`src/mhi_pkg.sv`:
```
/*
 Constants and types shared by the memory hardware initialization sequencer:
 register offsets, field positions, memory ranges and check-bit settings.
 Assumes a byte-addressed register port with one 32-bit word per register.
*/
package mhi_pkg;
	localparam int NUM_MEM = 9;
	typedef logic [NUM_MEM-1:0] mhi_mask_t;
	typedef enum logic {MHI_IDLE, MHI_RUN} mhi_state_e;

	// Register byte offsets
	localparam logic [3:0] OFS_ENABLE = 4'h0;
	localparam logic [3:0] OFS_SELECT = 4'h4;
	localparam logic [3:0] OFS_STATUS = 4'h8;

	// Field positions
	localparam int EN_BIT = 0;
	localparam int STAT_BUSY_BIT = 0;
	localparam int STAT_DONE_BIT = 1;
	localparam int STAT_SERIAL_DONE_BIT = 2;

	// Reset values
	localparam logic RST_ENABLE = 1'h0;
	localparam mhi_mask_t RST_SELECT = 9'h000;

	// Select bits with a memory behind them; bit 1 is reserved
	localparam mhi_mask_t SEL_VALID_MASK = 9'h1FD;
	localparam int SERIAL_BIT = 7;
	localparam int RAM_BIT = 0;
	localparam int VECTOR_BIT = 2;

	// Per select bit: first and last byte address of each array
	localparam logic [31:0] MEM_BASE [NUM_MEM] = '{32'h08000000, 32'h00000000, 32'hFFF82000,
		32'hFF460000, 32'hFF4E0000, 32'hFF1E0000, 32'hFF1C0000, 32'hFF0E0000, 32'hFF3E0000};
	localparam logic [31:0] MEM_END [NUM_MEM] = '{32'h08007FFF, 32'h00000003, 32'hFFF82FFF,
		32'hFF47FFFF, 32'hFF4FFFFF, 32'hFF1FFFFF, 32'hFF1DFFFF, 32'hFF0FFFFF, 32'hFF3FFFFF};
	// Data RAM holds 64-bit ECC words, peripheral RAMs 32-bit parity words
	localparam logic [31:0] MEM_STEP [NUM_MEM] = '{32'h8, 32'h4, 32'h4, 32'h4, 32'h4, 32'h4,
		32'h4, 32'h4, 32'h4};
	localparam mhi_mask_t ECC_MASK = 9'h001;
	localparam mhi_mask_t ODD_PARITY_MASK = 9'h000;
	localparam logic [63:0] FILL_PATTERN = 64'h0000000000000000;
endpackage

```
`src/mhi_sequencer.sv`:
```
/*
 Memory hardware initialization sequencer with an Avalon-MM slave port.
 Writes every selected array, one word per cycle, with the fill pattern and
 matching check bits. Assumes the memories accept a write every cycle.
*/
// Local design decisions: the register addresses and the Avalon-MM slave port.
// Summary of operation
// - Write selected arrays with consistent check bits
// - Start only when global enable set
// - Initialize only memories whose select bit set
// - Bit 0 covers whole data RAM range
// - Bits 2..8 map to peripheral RAMs
// - Unassigned select bits reserved, start nothing
// - Serial port RAMs initialize on reset release
// - Serial port init independent of select bit
`timescale 1ns/10ps
`default_nettype none
module mhi_sequencer
	import mhi_pkg::*;
(
	input wire logic clock,
	input wire logic rst,
	input wire logic [3:0] avs_address,
	input wire logic avs_read,
	input wire logic avs_write,
	input wire logic [31:0] avs_writedata,
	output logic [31:0] avs_readdata,
	output logic avs_waitrequest,
	input wire logic serial_port_global_control_zero,
	output logic [NUM_MEM-1:0] init_wr_en,
	output logic [31:0] init_addr,
	output logic [63:0] init_data,
	output logic [7:0] init_check,
	output logic busy,
	output logic done
);
	typedef struct packed {
		mhi_state_e state;
		mhi_mask_t pend;
		logic [3:0] idx;
		logic [31:0] addr;
		logic en;
		mhi_mask_t sel;
		logic global_run;
		logic done;
		logic serial_done;
		logic busy;
		logic ser_prev;
		logic waitreq;
		logic [31:0] rdata;
		mhi_mask_t wr_en;
		logic [31:0] wr_addr;
	} mhi_seq_s;

	mhi_seq_s s_reg;
	mhi_seq_s s_next;
	logic acc;
	logic start_acc;
	logic ser_rise;

	// One wait state: accept only while waitrequest is still high
	assign acc = (avs_read | avs_write) & s_reg.waitreq;
	assign start_acc = acc & avs_write & (avs_address == OFS_ENABLE) & avs_writedata[EN_BIT] & ~s_reg.busy;
	assign ser_rise = serial_port_global_control_zero & ~s_reg.ser_prev;

	always_comb
	begin
		logic [3:0] first;
		mhi_mask_t left;
		first = '0;
		left = '0;
		s_next = s_reg;
		s_next.wr_en = '0;
		s_next.waitreq = 1'b1;
		s_next.rdata = '0;
		s_next.ser_prev = serial_port_global_control_zero;
		// Lowest pending array goes first
		for (int k = NUM_MEM - 1; k >= 0; k--)
			if (s_reg.pend[k])
				first = 4'(k);
		case (s_reg.state)
			MHI_IDLE:
			begin
				if (|s_reg.pend)
				begin
					s_next.idx = first;
					s_next.addr = MEM_BASE[first];
					s_next.state = MHI_RUN;
				end
			end
			MHI_RUN:
			begin
				s_next.wr_en = mhi_mask_t'(9'h001 << s_reg.idx);
				s_next.wr_addr = s_reg.addr;
				if (s_reg.addr == MEM_END[s_reg.idx] - MEM_STEP[s_reg.idx] + 32'h1)
				begin
					left = s_reg.pend & ~mhi_mask_t'(9'h001 << s_reg.idx);
					s_next.pend = left;
					s_next.state = MHI_IDLE;
					if (s_reg.idx == 4'(SERIAL_BIT))
						s_next.serial_done = 1'b1;
					if (left == '0 && s_reg.global_run)
					begin
						s_next.done = 1'b1;
						s_next.global_run = 1'b0;
					end
				end
				else
					s_next.addr = s_reg.addr + MEM_STEP[s_reg.idx];
			end
			default:
				s_next.state = MHI_IDLE;
		endcase
		// Register access; applied after the sequencer so a new request wins
		if (acc)
		begin
			s_next.waitreq = 1'b0;
			if (avs_read)
			begin
				if (avs_address == OFS_ENABLE)
					s_next.rdata = {31'h0, s_reg.en};
				else if (avs_address == OFS_SELECT)
					s_next.rdata = {23'h0, s_reg.sel};
				else if (avs_address == OFS_STATUS)
					s_next.rdata = {29'h0, s_reg.serial_done, s_reg.done, s_reg.busy};
				else
					s_next.rdata = '0;
			end
			else if (avs_address == OFS_ENABLE)
			begin
				s_next.en = avs_writedata[EN_BIT];
				if (start_acc)
				begin
					s_next.pend = s_next.pend | s_reg.sel;
					s_next.global_run = (s_reg.sel != '0);
					s_next.done = (s_reg.sel == '0);
				end
			end
			else if (avs_address == OFS_SELECT && !s_reg.busy)
				s_next.sel = avs_writedata[NUM_MEM-1:0] & SEL_VALID_MASK;
		end
		// Release of the serial port's reset queues its RAMs on its own
		if (ser_rise)
		begin
			s_next.pend[SERIAL_BIT] = 1'b1;
			s_next.serial_done = 1'b0;
		end
		s_next.busy = (s_next.state == MHI_RUN) || (|s_next.pend);
	end

	// State register; waitrequest idles high so no access slips through reset
	always_ff @(posedge clock)
	begin
		if (rst)
		begin
			s_reg <= '0;
			s_reg.state <= MHI_IDLE;
			s_reg.en <= RST_ENABLE;
			s_reg.sel <= RST_SELECT;
			s_reg.waitreq <= 1'b1;
		end
		else
			s_reg <= s_next;
	end

	mhi_checkgen u_checkgen (
		.clock(clock),
		.rst(rst),
		.data(FILL_PATTERN),
		.use_ecc(ECC_MASK[s_reg.idx]),
		.odd(ODD_PARITY_MASK[s_reg.idx]),
		.data_out(init_data),
		.check_out(init_check)
	);

	assign avs_readdata = s_reg.rdata;
	assign avs_waitrequest = s_reg.waitreq;
	assign init_wr_en = s_reg.wr_en;
	assign init_addr = s_reg.wr_addr;
	assign busy = s_reg.busy;
	assign done = s_reg.done;
endmodule
`default_nettype wire

```
`src/mhi_checkgen.sv`:
```
/*
 Check-bit generator: registers the fill word together with its check bits,
 SEC-DED ECC (7 Hamming bits and one overall parity) or one parity bit.
 Assumes the caller aligns its own write strobe with the one-cycle latency.
*/
`timescale 1ns/10ps
`default_nettype none
module mhi_checkgen
	import mhi_pkg::*;
(
	input wire logic clock,
	input wire logic rst,
	input wire logic [63:0] data,
	input wire logic use_ecc,
	input wire logic odd,
	output logic [63:0] data_out,
	output logic [7:0] check_out
);
	typedef struct packed {
		logic [63:0] data;
		logic [7:0] check;
	} mhi_cg_s;

	mhi_cg_s s_reg;
	mhi_cg_s s_next;
	logic [6:0] ham;

	// Hamming bit j covers data bits whose position plus one has bit j set
	function automatic logic [63:0] cover_mask(input int j);
		logic [63:0] m;
		m = '0;
		for (int k = 0; k < 64; k++)
			m[k] = 1'(((k + 1) >> j) & 1);
		return m;
	endfunction

	genvar j;
	generate
		for (j = 0; j < 7; j++)
		begin : g_ham
			assign ham[j] = ^(data & cover_mask(j));
		end
	endgenerate

	// Pick the check bits that match the array's own scheme
	always_comb
	begin
		s_next.data = data;
		if (use_ecc)
			s_next.check = {^{data, ham}, ham};
		else
			s_next.check = {7'h00, (^data[31:0]) ^ odd};
	end

	always_ff @(posedge clock)
	begin
		if (rst)
			s_reg <= '0;
		else
			s_reg <= s_next;
	end

	assign data_out = s_reg.data;
	assign check_out = s_reg.check;
endmodule
`default_nettype wire

```
`config.mk`:
```
export PLATFORM = sky130hd
export DESIGN_NAME = mhi_sequencer
export DESIGN_NICKNAME = d
export VERILOG_FILES = /design/src/mhi_pkg.sv /design/src/mhi_sequencer.sv /design/src/mhi_checkgen.sv
export SDC_FILE = /design/constraint.sdc
export NUM_CORES = 1
export LEC_CHECK = 0
export ABC_AREA = 0
export BUFFER_PORTS_ARGS = -buffer_cell sky130_fd_sc_hd__buf_2
export CAP_MARGIN = 40
export CORE_ASPECT_RATIO = 1.25
export CORE_UTILIZATION = 58
export DETAILED_ROUTE_END_ITERATION = 12
export PLACE_DENSITY = 0.95
export SYNTH_ARGS = -nofsm -noshare
export SYNTH_HDL_FRONTEND = slang
export SYNTH_SLANG_ARGS = --single-unit
```
`constraint.sdc`:
```
create_clock -name clock -period 7.5 [get_ports clock]
set_clock_uncertainty 0.15 [all_clocks]
set_input_delay 1.125 -clock clock [delete_from_list [all_inputs] [get_ports clock]]
set_output_delay 1.125 -clock clock [all_outputs]
set_load 0.02 [all_outputs]
```
Word level (Yosys, flattened, before mapping)
Memory sizes are Yosys's and may differ from the RTL's. A register that Yosys moved wholly into a read port is not among the register bits.
Cells that the tools add are included.

word-level totals
  register bits after elaboration = 205
  latch bits = 0
  bits in writable memories = 0
  ROM bits = 1,568
  input port bits = 41
  output and inout bits = 148
  memories = 5

operators by class
  $add $sub $neg = 3
  multipliers = 0
  divide/modulo/power cells = 0
  order comparisons = 3
  equal/unequal tests = 6
  shift-type cells = 1
  multiplexer cells = 43
  bitwise gates (word level) = 18
  reductions and logical operators = 21

memory list
  memory            depth  width  read ports  clocked after memory_dff  wr ports  RTL line              text
  (name not given)  16     32     1           0                         0         mhi_sequencer.sv:109  s_next.addr = s_reg.addr + MEM_STEP[s_reg.idx];
  (name not given)  16     32     1           0                         0         mhi_sequencer.sv:95   if (s_reg.addr == MEM_END[s_reg.idx] - MEM_STEP[s_reg.idx] + 32'h1)
  (name not given)  16     32     1           0                         0         mhi_sequencer.sv:87   s_next.addr = MEM_BASE[first];
  (name not given)  16     1      1           1                         0         mhi_sequencer.sv:171  .odd(ODD_PARITY_MASK[s_reg.idx]),
  (name not given)  16     1      1           1                         0         mhi_sequencer.sv:170  .use_ecc(ECC_MASK[s_reg.idx]),

operators with widths
  kind                   number
  $mux 32                8
  $mux 9                 8
  $pmux 32 s2            1
  $mux 4                 11
  $mux 33                1
  $add 32x1->32 const B  1
  $add 32x32->32         1
  $eq 32x32->1           1
  $sub 32x32->32         1
  $logic_not 9->1        2
  $reduce_or 9->1        2
  $ge 5x5->1 const B     2
  $mux 10                1
  $mux 2                 5
  $not 4->5              2
  $and 9x9->9            1
  $mux 3                 3
  $not 9->9              1
  $or 9x9->9             1
  $reduce_bool 9->1      1
  $shl 1x4->9 const A    1
  $eq 4x3->1 const B     2
  $and 1x1->1            6
  $not 1->1              6
  other kinds (17)       26

Depth between registers and ports, before layout
  depth after elaboration = 17
  mapped depth = 19

By module
Synthesis repeated with hierarchy kept, for this count alone.

second synthesis, totals
  cells, all modules = 1,166
  area, all modules = 10,491.3 µm²

by module, submodules not included
  module         instances  cells an instance  area each (µm²)
  mhi_sequencer  1          895                7,219.4
  mhi_checkgen   1          271                3,271.9

Least setup slack after synthesis
No wires, ideal clock.

  kind = register -> register
  start = register s_reg[123] (netlist bit)
  end = register s_reg (netlist bit busy)
  data arrival time = 3,887 ps
  required time = 7,225 ps
  path slack = 3,338 ps
  cell stages (with the launch flop) = 19
  buffers on the path = 3
  clock period less this slack = 4,162 ps
  cells stage by stage = dfxtp_1 clkbuf_1 nor2_1 nand2_1 inv_1 ha_1 clkbuf_1 inv_1 fa_1 xor2_1 a211oi_1 o311ai_0 nor4_1 and4_1 nand3_2 buf_6 o31ai_2 nand2_1 o41a_1

between the ends
  word-level cells in the longest chain between the ends = 17
  elaborated cells between the ends (all ways) = 24
  those cells by class = add/sub: 2; eq/ne: 1; shift: 1; mux: 12; bitwise: 4; reduce/logical: 2; memory: 2

ends and longest elaborated chain
  item                                     RTL line              text
  start, declared                          mhi_sequencer.sv:55   mhi_seq_s s_reg;
  start signal, assigned                   mhi_sequencer.sv:163  s_reg <= s_next;
  $not 4->5 (not written as such)          mhi_sequencer.sv:95
  $mem_v2 16x32 (on tied branches)         n/a
  $mux 32 (on tied branches) (2 in a row)  n/a
  $sub 32x32->32                           mhi_sequencer.sv:95
  $add 32x1->32                            mhi_sequencer.sv:95
  $eq 32x32->1                             mhi_sequencer.sv:95
  $mux 10 (*)                              mhi_sequencer.sv:95
  $mux 9                                   mhi_sequencer.sv:81   case (s_reg.state)
  $or 9x9->9                               mhi_sequencer.sv:134  s_next.pend = s_next.pend | s_reg.sel;
  $mux 9                                   mhi_sequencer.sv:132  if (start_acc)
  $mux 9                                   mhi_sequencer.sv:129  else if (avs_address == OFS_ENABLE)
  $mux 9                                   mhi_sequencer.sv:118  if (avs_read)
  $mux 9                                   mhi_sequencer.sv:115  if (acc)
  $mux 1                                   mhi_sequencer.sv:143  if (ser_rise)
  $reduce_or 9->1                          mhi_sequencer.sv:148  s_next.busy = (s_next.state == MHI_RUN) || (|s_next.pend);
  $logic_or 1x1->1 (*)                     mhi_sequencer.sv:148

Mark *: on every way between the ends. The rest lies on a longest branch, timed or not. The select of a mux whose other input is x is not followed.
A chain may end at the register's enable or synchronous reset.

Worst setup path after layout
  start = register s_reg[124] (netlist bit)
  end = register s_reg (netlist bit busy)

Same word-level chain as after synthesis.

==> summary.txt <==
SETUP PATH
-------------------------------------------------------------------------------------
Cell Chain, Critical Path                                                nor2_1, nand2_1, inv_1, ha_1, inv_1, fa_1, xor2_1, a211oi_1, o311ai_0, nor4_1, and4_1, a21o_1, buf_4, and2_1, nand3_1, o41a_1
Worst R2R Path Depth                                                               16
Worst path most repeated cell                                            sky130_fd_sc_hd__inv_1
Depth of the critical timing path with buffers and inverters included              16
Endpoint type of the worst setup path                                       flip-flop
Worst flop-to-flop path startpoint                                         s_reg[124]
Reg-to-reg endpoint                                                              busy
Critical path fanouts, max                                                         24
Cell at the slowest stage of the critical path                           sky130_fd_sc_hd__and2_1
Data arrival, critical path                                                   5.96 ns
Worst setup path startpoint                                                s_reg[124]
Critical Path Start Type                                                    flip-flop
Critical Path Max Stage Delay                                                 0.80 ns
Worst setup path end                                                             busy
Combined buffer and inverter count along the critical path                          3
Setup CP Type                                                            flip-flop to flip-flop
Critical path data required time                                              7.60 ns
Reg2Reg Setup Slack                                                           1.64 ns
Top Family by Delay on Critical Path                                     simple AND/OR/NAND/NOR gates

POWER
-------------------------------------------------------------------------------------
Switch share                                                                    39.9%
Power share of the clock group                                                  29.4%
Combinational group share of total power                                        34.2%
Static leakage                                                                3.19 nW
Internal power                                                                1.06 mW
Maximum vdd ir drop                                                            181 uV
Sum of internal, switching and leakage power                                  1.76 mW
Net switching power figure                                                     702 uW
Power per unit of standard cell area                                       243 nW/um2
Sequential Power Share                                                          36.4%

SYNTHESIS
-------------------------------------------------------------------------------------
Synth top cells by count                                                 sky130_fd_sc_hd__buf_4, sky130_fd_sc_hd__nor2_1, sky130_fd_sc_hd__dfxtp_1, sky130_fd_sc_hd__a21oi_1, sky130_fd_sc_hd__nand2_1
Yosys warns                                                                         0
Synth Instances                                                                   937
Yosys top cell by area                                                   sky130_fd_sc_hd__dfxtp_1
Dominant synthesized flop cell                                           sky130_fd_sc_hd__dfxtp_1
Post-synthesis async set-or-reset flop share                                       0%
Sequential fraction of the synthesis area                                       29.4%
Number of enable flip-flop cells after synthesis                                    0
Flip-flop and latch count after synthesis                                         107
Area fraction of the dominant cell type after synthesis                         29.4%
Most frequent cell after synthesis                                       sky130_fd_sc_hd__buf_4
Synth area leaders                                                       sky130_fd_sc_hd__dfxtp_1, sky130_fd_sc_hd__buf_4, sky130_fd_sc_hd__nor2_1
Synthesized cell area                                                        7280 um2
Yosys cell types                                                                   67
Avg Inst Size Synth                                                          7.77 um2

FLOORPLANNING
-------------------------------------------------------------------------------------
Die ar.                                                                     13000 um2
Horizontal die dimension                                                       102 um
Chip height                                                                    127 um
Total core area                                                             12200 um2
Initial Util                                                                    59.8%
Cell Rows                                                                          45
Top-level I/O count                                                               189

ROUTING
-------------------------------------------------------------------------------------
Total iterations of the first detailed-routing run                                  5
Wire length per cell                                                          15.2 um
Count of routing violations after the opening detailed-route iteration            455
Overall via count from detail_route                                              6157
Total DRC errors in the routed layout                                               0
Vias/cell                                                                        5.65
Post-route antenna net violation count                                              0
DRT Wirelength                                                               16500 um

CLOCK NETWORK
-------------------------------------------------------------------------------------
Clock-pin slew on the worst setup and hold paths                              0.09 ns
CTS tree                                                                        built
Maximum buffer depth of the clock tree                                              2
Cts-stage hold buffer count                                                         0
Clock tree root driver cell                                              sky130_fd_sc_hd__clkbuf_16
Clock sink total                                                                  107
Clock insertion delay at the later pin of the skew report                     0.36 ns
H-tree level count                                                                  3
Post-cts sizing count                                                               0
CTS buffer count                                                                    9
Buffers inserted by post-CTS timing repair                                          0

PLACEMENT
-------------------------------------------------------------------------------------
Worst slack after detailed placement                                          1.84 ns
Placed instance area                                                         6910 um2
Estimated wirelength of the detail-placed design                             11800 um
Routability-driven placement congestion ratio                                   0.981
Count of buffers from port buffering                                               67

TIMING
-------------------------------------------------------------------------------------
Slew of the pin with the lowest slew margin                                  0.955 ns
Setup TNS                                                                        0 ns
Final cycle utilization of the critical path                                    78.1%
Unrepaired setup endpoints after global routing                                    no
Final number of setup-violating endpoints                                           0
Min setup slack post-route                                                    1.64 ns
Max transition margin                                                           36.4%
Shortest period the worst path allows                                         5.86 ns
Final hold violations                                                               0
Max Freq                                                                      171 MHz
Number of slew-limit violations in the final report                                 0

GLOBAL ROUTE
-------------------------------------------------------------------------------------
Via count of the first global-routing pass                                       5544
Antenna violations before repair                                                    0
Largest net degree at the start of global routing                                  79
Total GRT Usage                                                                 25.8%
Leftover overflow at the end of global routing                                      0
Global-route wire length before repair                                       26200 um

LAYOUT
-------------------------------------------------------------------------------------
Layout Utilization                                                              59.5%
Post-route cell area                                                         7230 um2
Fraction of final layout cells with drive strength greater than 1               10.7%
Signed area change from the synthesized netlist to the final layout           -0.636%
Largest register FFs                                                               56
Final Net Count                                                                   993
Diode count                                                                         0

FLOW RUN
-------------------------------------------------------------------------------------
Max-capacitance violation count                                                     0

HOLD PATH
-------------------------------------------------------------------------------------
Worst Min Path Start                                                     init_addr[13]
Hold crit path type                                                      flip-flop to flip-flop

OUTCOME
-------------------------------------------------------------------------------------
Run status                                                               complete, no violations

==> stage by stage <==
| stage | std cells | hold WS, ns |
|---|---|---|
| final | 1090 | 0.324 |
| after global routing | 1090 | 0.344 |
| after CTS | 1090 | 0.321 |
| after detailed placement | 1074 | 0.310 |
| after global placement | 1074 | 0.297 |
| after floorplan | 1033 | 0.296 |
==> placed cells by master, fill, tap and decap left out, types with 5 or more instances in the layout <==
master / synthesis / layout
sky130_fd_sc_hd__nor2_1: 128 / 128
sky130_fd_sc_hd__dfxtp_1: 107 / 106
sky130_fd_sc_hd__conb_1: 1 / 97
sky130_fd_sc_hd__buf_2: 2 / 67
sky130_fd_sc_hd__a21oi_1: 61 / 61
sky130_fd_sc_hd__nand2_1: 59 / 59
sky130_fd_sc_hd__o21ai_0: 50 / 50
sky130_fd_sc_hd__mux2i_1: 43 / 43
sky130_fd_sc_hd__inv_1: 33 / 33
sky130_fd_sc_hd__nor3_1: 31 / 31
sky130_fd_sc_hd__ha_1: 29 / 29
sky130_fd_sc_hd__nand3_1: 25 / 25
sky130_fd_sc_hd__xnor2_1: 17 / 17
sky130_fd_sc_hd__and2_1: 13 / 13
sky130_fd_sc_hd__nor2b_1: 12 / 12
sky130_fd_sc_hd__a211oi_1: 11 / 11
sky130_fd_sc_hd__a31oi_1: 11 / 11
sky130_fd_sc_hd__clkbuf_16: 0 / 9
sky130_fd_sc_hd__nand4_1: 8 / 8
sky130_fd_sc_hd__xor2_1: 8 / 8
sky130_fd_sc_hd__nor4_1: 8 / 8
sky130_fd_sc_hd__or3_1: 6 / 6
sky130_fd_sc_hd__a21o_1: 5 / 5
sky130_fd_sc_hd__o211ai_1: 5 / 5
==> logic make-up (layout without fill, tap and decap cells) <==
group,count (synthesis),after routing,synth area share (%)
compound gates,185,185,15.9
xor+xnor,25,25,3.01
fa+ha+maj,31,31,5.54
buf+inv,227,120,19.6
flops,107,107,29.4
mux,44,44,6.07
other cells,1,97,0.0515
simple gates,317,317,20.4
==> power groups by stage <==
stage	Clock (mW)	Combinational, mW	Sequential [mW]
floorplan	0	0.534	0.627
global placement	0	0.576	0.650
detailed placement	0	0.586	0.651
CTS	0.522	0.593	0.638
global route	0.545	0.659	0.644
finish	0.517	0.602	0.640
==> cell type report <==
type / count / area, um2
tap: 164 / 205
sequential: 107 / 2140
timing repair buffer: 70 / 358
inverter: 34 / 130
clock inverter: 7 / 98.8
clock buffer: 9 / 225
multi-input combinational: 699 / 4070
fill: 1119 / 4930
==> worst reg2reg max path: cells and delay by family (launching register included) <==
family | cells | cell delay, ns
AOI/OAI and AO/OA | 4 | 0.93
buffers and inverters | 3 | 0.67
xor gates and xnor gates | 1 | 0.15
adders and majority gates | 2 | 0.92
DFF | 1 | 0.48
and+or+nand+nor | 6 | 2.46
==> layer usage <==
metal	vias to the layer above	wire, um	global-route usage, %
met5	-	0	0
met4	0	695	15.0
met3	51	1050	3.99
met2	305	8110	43.3
met1	2862	6680	30.9
li1	2939	-	-
==> worst min path at each step <==
stage | endpoint | cells past startpoint | slack [ns]
2_1_floorplan | init_addr[13] | 2 | 0.30
3_3_place_gp | avs_readdata[1] | 2 | 0.30
3_5_place_dp | init_addr[26] | 2 | 0.31
4_1_cts | avs_readdata[1] | 2 | 0.32
5_1_grt | avs_readdata[1] | 2 | 0.34
6_report | init_addr[13] | 2 | 0.32
No activity file was read; power rests on OpenSTA's default activity.
